==> config.mk <==
export PLATFORM = sky130hd
export DESIGN_NAME = mmc_mgmt_ctrl
export DESIGN_NICKNAME = d
export VERILOG_FILES = /design/src/rtl/mmc_mgmt_ctrl.v
export VERILOG_INCLUDE_DIRS = /design/src /design/src/rtl
export SDC_FILE = /design/constraint.sdc
export NUM_CORES = 1
export LEC_CHECK = 0
export ABC_AREA = 1
export BUFFER_PORTS_ARGS = -buffer_cell sky130_fd_sc_hd__clkbuf_2
export CORE_ASPECT_RATIO = 0.7
export CORE_UTILIZATION = 45
export DETAILED_ROUTE_END_ITERATION = 10
export PLACE_DENSITY = 0.72
export RECOVER_POWER = 100
export SKIP_CTS_REPAIR_TIMING = 1
export SLEW_MARGIN = 20
export SYNTH_ARGS = -nofsm -noshare
export SYNTH_HDL_FRONTEND = slang
export SYNTH_HIERARCHICAL = 1
export SYNTH_SLANG_ARGS = --single-unit
==> constraint.sdc <==
create_clock -name clk_sys -period 1.4 [get_ports clk_sys]
set_input_delay 0.28 -clock clk_sys [delete_from_list [all_inputs] [get_ports clk_sys]]
set_output_delay 0.28 -clock clk_sys [all_outputs]
set_load 0.01 [all_outputs]
==> src/rtl/mmc_defines.vh <==
`ifndef MMC_DEFINES_VH
`define MMC_DEFINES_VH

// Soft reset minimum hold, in input-clock periods
`define MMC_SRST_MIN_CLKS     15
// Default management-state base after a hard reset
`define MMC_BASE_RESET        32'h0003_0000
`define MMC_BASE_W            32
// Cycles spent draining pipelines and write buffers before stop grant
`define MMC_DRAIN_CLKS        4

// Control states
`define MMC_ST_RUN            3'h0
`define MMC_ST_SAVE           3'h1
`define MMC_ST_MGMT           3'h2
`define MMC_ST_RESTORE        3'h3
`define MMC_ST_DRAIN          3'h4
`define MMC_ST_GRANT          3'h5
`define MMC_ST_STOPPED        3'h6

`endif

==> src/rtl/mmc_mgmt_ctrl.v <==
`timescale 1ns/1ps
`include "mmc_defines.vh"

// Summary of operation
// - Soft reset does all hard reset does, but base register keeps value.
// - Soft reset is active high, asynchronous, synchronised before use.
// - Falling management interrupt edge enters management mode after instruction.
// - Management interrupt taken at instruction boundaries and string iterations.
// - Locked bus sequences finish before management mode entry.
// - Inside management mode, one further falling edge is held pending.
// - Pending nested interrupt serviced only after resume instruction.
// - Active output goes low when state save starts.
// - Active output stays low until last state restore cycle completes.
// - Clock-stop request halts at next instruction boundary unless higher interrupt wins.
// - After halting, drain pipelines and buffers, then issue stop grant.
module mmc_mgmt_ctrl #(
    parameter DRAIN_CLKS = `MMC_DRAIN_CLKS
) (
    // Clock and hard reset
    input  wire                   clk_sys,
    input  wire                   rst_n,
    // Pins from the system controller (asynchronous)
    input  wire                   softResetIn,
    input  wire                   mgmtInterruptN,
    input  wire                   clockStopRequestN,
    // Core status
    input  wire                   instrBoundary,
    input  wire                   stringIterBoundary,
    input  wire                   lockedSeqActive,
    input  wire                   higherIntPending,
    input  wire                   saveDone,
    input  wire                   resumeFromMgmt,
    input  wire                   restoreLastDone,
    // Base register load, from the state save area image
    input  wire                   baseLoad,
    input  wire [`MMC_BASE_W-1:0] baseLoadValue,
    // Outputs
    output reg                    mgmtActiveN,
    output reg                    systemManagementMode,
    output reg                    mgmtPending,
    output reg                    coreHalt,
    output reg                    stopGrantCycle,
    output reg                    coreResetOut,
    output reg  [`MMC_BASE_W-1:0] mgmtStateBase
);

    // ==========================================================
    // Input synchronisers
    // ==========================================================
    // Each pin passes its own three-stage filter. Every filter
    // resets to its pin's idle level, so leaving hard reset can
    // never fake a soft reset, an interrupt edge or a stop request
    wire srstLvl;
    wire smiFall;
    wire stopLvl;

    mmc_pin_sync #(
        .RESET_LVL (1'b0)
    ) i_srstSync (
        .clk_sys (clk_sys),
        .rst_n   (rst_n),
        .pinIn   (softResetIn),
        .lvlOut  (srstLvl),
        .fallOut ()
    );

    mmc_pin_sync #(
        .RESET_LVL (1'b1)
    ) i_smiSync (
        .clk_sys (clk_sys),
        .rst_n   (rst_n),
        .pinIn   (mgmtInterruptN),
        .lvlOut  (),
        .fallOut (smiFall)
    );

    mmc_pin_sync #(
        .RESET_LVL (1'b1)
    ) i_stopSync (
        .clk_sys (clk_sys),
        .rst_n   (rst_n),
        .pinIn   (clockStopRequestN),
        .lvlOut  (stopLvl),
        .fallOut ()
    );

    // Soft reset acts as a synchronous reset of all control state
    wire softRst = srstLvl;

    // Request is inverted to active high; the controller keeps it until grant
    wire stopReq = ~stopLvl;

    // ==========================================================
    // Control state machine
    // ==========================================================
    reg [2:0] state_ff;
    reg [2:0] nxt_state;
    reg       edgeLatch_ff;
    reg       nestPend_ff;
    reg [7:0] drainCnt_ff;

    // A locked sequence defers both interrupt entry and clock stop
    wire takePoint = (instrBoundary | stringIterBoundary)
                     & ~lockedSeqActive;
    wire inMgmt    = (state_ff == `MMC_ST_SAVE)
                   | (state_ff == `MMC_ST_MGMT)
                   | (state_ff == `MMC_ST_RESTORE);
    wire smiWant   = edgeLatch_ff | (smiFall & ~inMgmt);

    // A fresh edge in the very cycle that a latched one is taken
    // belongs to the session just starting, so it is held as nested
    wire smiNest   = smiFall & (inMgmt
                   | (edgeLatch_ff & (nxt_state == `MMC_ST_SAVE)));

    // ==========================================================
    // Next-state logic
    // ==========================================================
    always @* begin
        nxt_state = state_ff;
        case (state_ff)
            `MMC_ST_RUN: begin
                // Interrupt entry outranks a clock stop
                if (smiWant && takePoint) begin
                    nxt_state = `MMC_ST_SAVE;
                end else if (stopReq && instrBoundary &&
                             !higherIntPending && !lockedSeqActive) begin
                    nxt_state = `MMC_ST_DRAIN;
                end
            end
            `MMC_ST_SAVE: begin
                // Session pulses outside their own state are ignored
                if (saveDone) begin
                    nxt_state = `MMC_ST_MGMT;
                end
            end
            `MMC_ST_MGMT: begin
                if (resumeFromMgmt) begin
                    nxt_state = `MMC_ST_RESTORE;
                end
            end
            `MMC_ST_RESTORE: begin
                if (restoreLastDone) begin
                    nxt_state = `MMC_ST_RUN;
                end
            end
            `MMC_ST_DRAIN: begin
                if (drainCnt_ff == 8'h00) begin
                    nxt_state = `MMC_ST_GRANT;
                end
            end
            `MMC_ST_GRANT: begin
                // The grant cycle lasts one clock
                nxt_state = `MMC_ST_STOPPED;
            end
            `MMC_ST_STOPPED: begin
                // Release may come any time after the grant
                if (!stopReq) begin
                    nxt_state = `MMC_ST_RUN;
                end
            end
            default: begin
                // Unused code 7 falls back to normal running
                nxt_state = `MMC_ST_RUN;
            end
        endcase
    end

    // ==========================================================
    // State and pending-edge registers
    // ==========================================================
    always @(posedge clk_sys or negedge rst_n) begin
        if (!rst_n) begin
            state_ff     <= `MMC_ST_RUN;
            edgeLatch_ff <= 1'b0;
            nestPend_ff  <= 1'b0;
            drainCnt_ff  <= 8'h00;
        end else if (softRst) begin
            state_ff     <= `MMC_ST_RUN;
            edgeLatch_ff <= 1'b0;
            nestPend_ff  <= 1'b0;
            drainCnt_ff  <= 8'h00;
        end else begin
            state_ff <= nxt_state;
            // Edge seen outside management mode waits for a boundary
            if (nxt_state == `MMC_ST_SAVE) begin
                edgeLatch_ff <= 1'b0;
            end else if (smiFall && !inMgmt) begin
                edgeLatch_ff <= 1'b1;
            end
            // Only one nested edge is remembered; more are dropped.
            // On the restore-done cycle the stored edge, and any edge
            // arriving with it, move to the entry latch instead.
            if (state_ff == `MMC_ST_RESTORE && restoreLastDone) begin
                nestPend_ff <= 1'b0;
            end else if (smiNest) begin
                nestPend_ff <= 1'b1;
            end
            if (state_ff == `MMC_ST_RESTORE && restoreLastDone &&
                (nestPend_ff || smiFall)) begin
                edgeLatch_ff <= 1'b1;
            end
            // Loads on drain entry and counts to zero; the grant
            // follows in the cycle after zero is reached
            if (nxt_state == `MMC_ST_DRAIN && state_ff != `MMC_ST_DRAIN) begin
                drainCnt_ff <= DRAIN_CLKS[7:0] - 8'h01;
            end else if (drainCnt_ff != 8'h00) begin
                drainCnt_ff <= drainCnt_ff - 8'h01;
            end
        end
    end

    // ==========================================================
    // Outputs
    // ==========================================================
    // State outputs are decoded from the next state, so they leave a flop
    // in step with the state register; mgmtPending and coreResetOut trail nestPend_ff and softRst by one cycle
    always @(posedge clk_sys or negedge rst_n) begin
        if (!rst_n) begin
            mgmtActiveN          <= 1'b1;
            systemManagementMode <= 1'b0;
            mgmtPending          <= 1'b0;
            coreHalt             <= 1'b0;
            stopGrantCycle       <= 1'b0;
            coreResetOut         <= 1'b1;
        end else begin
            // Soft reset forces each output to its hard-reset value
            mgmtActiveN          <= ~((nxt_state == `MMC_ST_SAVE)
                                    | (nxt_state == `MMC_ST_MGMT)
                                    | (nxt_state == `MMC_ST_RESTORE))
                                    | softRst;
            systemManagementMode <= ~softRst & (nxt_state != `MMC_ST_RUN)
                                    & (nxt_state != `MMC_ST_DRAIN)
                                    & (nxt_state != `MMC_ST_GRANT)
                                    & (nxt_state != `MMC_ST_STOPPED);
            mgmtPending          <= ~softRst & nestPend_ff;
            coreHalt             <= ~softRst
                                    & ((nxt_state == `MMC_ST_DRAIN)
                                    | (nxt_state == `MMC_ST_GRANT)
                                    | (nxt_state == `MMC_ST_STOPPED));
            stopGrantCycle       <= ~softRst
                                    & (nxt_state == `MMC_ST_GRANT);
            // Core reset follows the filtered soft reset level only
            coreResetOut         <= softRst;
        end
    end

    // ==========================================================
    // Base register
    // ==========================================================
    // Base register survives a soft reset, only hard reset restores it
    always @(posedge clk_sys or negedge rst_n) begin
        if (!rst_n) begin
            mgmtStateBase <= `MMC_BASE_RESET;
        end else if (baseLoad && !softRst) begin
            mgmtStateBase <= baseLoadValue;
        end
    end

endmodule // mmc_mgmt_ctrl

// ==========================================================
// Three-stage pin filter
// ==========================================================
// A change counts only once stages two and three agree, so a
// one-clock glitch that slips into the first stage is ignored.
module mmc_pin_sync #(
    parameter [0:0] RESET_LVL = 1'b1
) (
    // Clock and hard reset
    input  wire clk_sys,
    input  wire rst_n,
    // Raw pin in, filtered level and falling edge out
    input  wire pinIn,
    output wire lvlOut,
    output wire fallOut
);

    reg [2:0] sync_ff;
    reg       lvl_ff;

    // Stage one may go metastable; only stages two and three feed logic
    always @(posedge clk_sys or negedge rst_n) begin
        if (!rst_n) begin
            sync_ff <= {3{RESET_LVL}};
            lvl_ff  <= RESET_LVL;
        end else begin
            sync_ff <= {sync_ff[1:0], pinIn};
            if (sync_ff[1] == sync_ff[2]) begin
                lvl_ff <= sync_ff[2];
            end
        end
    end

    // One-clock event in the cycle before the level drops
    assign lvlOut  = lvl_ff;
    assign fallOut = lvl_ff & ~sync_ff[2] & ~sync_ff[1];

endmodule // mmc_pin_sync

==> results.toml <==
[global_routing]
grt_pass1_vias = 1894
gr-total-overflow = 0
grt_max_degree = 64
grt_pass1_wl_mm = 8.60
antenna_found_initial = 0
track_usage = 0.187

[pwr]
leakage_nw = 1.79
ir_worst_vdd_mv = 0.917
power_density_nw_per_um2 = 1800

[place]
dp.cells = 378
place.detailed.hpwl_mm = 3.68
io_buffer_count = 82
place_congestion = 0.909

[cts]
numClockSinks = 63
path_clk_slew_ns = 0.07
clock_latency_ns = 0.33
cts_buffers = 9
cts_root_buf = "clkbuf_8"
cts_tree = "yes"
clock_path_buffers = 2
cts_max_level = 3

[cells_and_area]
area_delta_synth_final_pct = 41.0
stdcell_count = 403
insertedDiodeCount = 0
finalNetCount = 372
utilization = 0.680
drive_gt1_frac = 0.631

[timing]
post-route-period-util = 1.05
slew-limit-headroom = 0.780
setup_viol = 5
fmax_mhz = 683
period_needed_ns = 1.46
worst_pin_slew_ns = 0.329
finClkSkew_ns = 0.00868
rsz0062_at_grt = "yes"
report.final.slew_viol_count = 0
hold_violations = 0
setup_slack_ns = -0.0638

[run_status]
violations = "negative setup slack"
outcome = "finished with violations"

[critical_path]
end_kind = "register"
cp_max_fo = 3
critPathRequiredTime_ns = 1.66
critical_path_class = "register to register"
start_kind = "register"
arrival_ns = 1.73

[floorplanning]
die_h_um = 65.6
start_util = 0.482
ios = 83
num_rows = 22
die_width_um = 92.9
core_area_um2 = 5400
die-area_um2 = 6090

[routing]
vias_per_cell = 4.83
avgRoutedWirePerCell_um = 13.1
ant_nets = 0
firstDrtPassIters = 4
num_vias = 1947
wl_mm = 5.29
drc = 0
drt_iter0_drc = 91

[logic_synthesis]
yosysWarnings = 6
synth.avg_cell_area_um2 = 12.3
synth.net_count = 257
syn-cell-area_um2 = 2600
synthCells = 211

[flow_run]
cap_violations = 0

[min_path]
hold_class = "input pin to register"
cell type report:
| type | count | area, um^2 |
|---|---|---|
| multi-input cells | 127 | 1050 |
| fillers | 411 | 1730 |
| clock inverters | 6 | 93.8 |
| inverters | 16 | 60.1 |
| clock buffers | 10 | 128 |
| flip-flops and latches | 63 | 1590 |
| repair buffers | 109 | 651 |
| well taps | 72 | 90.1 |
state kept, by name, summed over array words and instances, names as in the netlist, 3 cells and up:
name and count:
i_srstSync/sync_ff 3, i_stopSync/sync_ff 3, drainCnt_ff 8, i_smiSync/sync_ff 3, mgmtStateBase 32, state_ff 3
worst paths after layout:
kind                       cells past startpoint                         endpoint  slack, ns                             from
min reg2reg                                    0  i_srstSync/sync_ff[1]$_DFF_PN0_       0.36  i_srstSync/sync_ff[0]$_DFF_PN0_
min                                            1  i_stopSync/sync_ff[0]$_DFF_PN1_       0.04                clockStopRequestN
min in group asynchronous                      3          nestPend_ff$_DFFE_PN0P_       0.49                            rst_n
max reg2reg                                    9          nestPend_ff$_DFFE_PN0P_      -0.06    i_stopSync/lvlOut$_DFFE_PN1N_
max in group asynchronous                      3    mgmtStateBase[16]$_DFFE_PN1P_       0.59                            rst_n
max                                            9          nestPend_ff$_DFFE_PN0P_      -0.06    i_stopSync/lvlOut$_DFFE_PN1N_
worst max-delay path, cell delays in order, from the launching register on:
cell,delay [ns]
dfstp_2,0.53
inv_1,0.06
buf_4,0.12
nand3_1,0.13
nand2_1,0.10
nand2_2,0.09
nand2_4,0.06
nand2_2,0.06
nand4_1,0.12
a21oi_2,0.13
routing by layer:
layer | GRT usage | routed length [um]
met5 | 0 | 0
met4 | 0.0519 | 41
met3 | 0.0961 | 497
met2 | 0.288 | 2470
met1 | 0.233 | 2280
through the flow:
| stage | instance area [um^2] | hold WS, ns | worst slack (ns) | power (mW) | TNS (ns) |
|---|---|---|---|---|---|
| 6_report | 3670 | 0.0381 | -0.0638 | 6.59 | -0.133 |
| 2_1_floorplan | 2620 | -0.0156 | 0.0107 | 3.64 | 0 |
| 3_3_place_gp | 3240 | 0.320 | -0.0545 | 4.36 | -0.161 |
| 4_1_cts | 3460 | -0.0440 | -0.0989 | 6.17 | -0.638 |
| 3_5_place_dp | 3240 | 0.319 | -0.0767 | 4.43 | -0.351 |
| 5_1_grt | 3670 | 0.0166 | -0.151 | 6.98 | -1.16 |
layout by cell type, fill, tap and decap left out, drive strengths merged:
master,n
clkbuf,92
xnor2,2
a21oi,10
nand2,23
nor3,8
clkinv,2
nand3b,3
nand4,4
mux2,32
or3,1
dfrtp,51
dfstp,12
a211oi,2
ha,1
dlygate4sd3,2
o21ai,3
bufinv,2
buf,25
nor2,25
inv,17
xor2,3
nand3,10
clkinvlp,1
where the power goes:
part / internal, mW / switching, mW / leakage, nW
sequential: 2.20 / 0.247 / 0.747
combinational: 1.17 / 1.25 / 0.937
clock: 1.01 / 0.704 / 0.107
total: 4.39 / 2.20 / 1.79
Note: power is estimated with default switching activity, not from simulation.
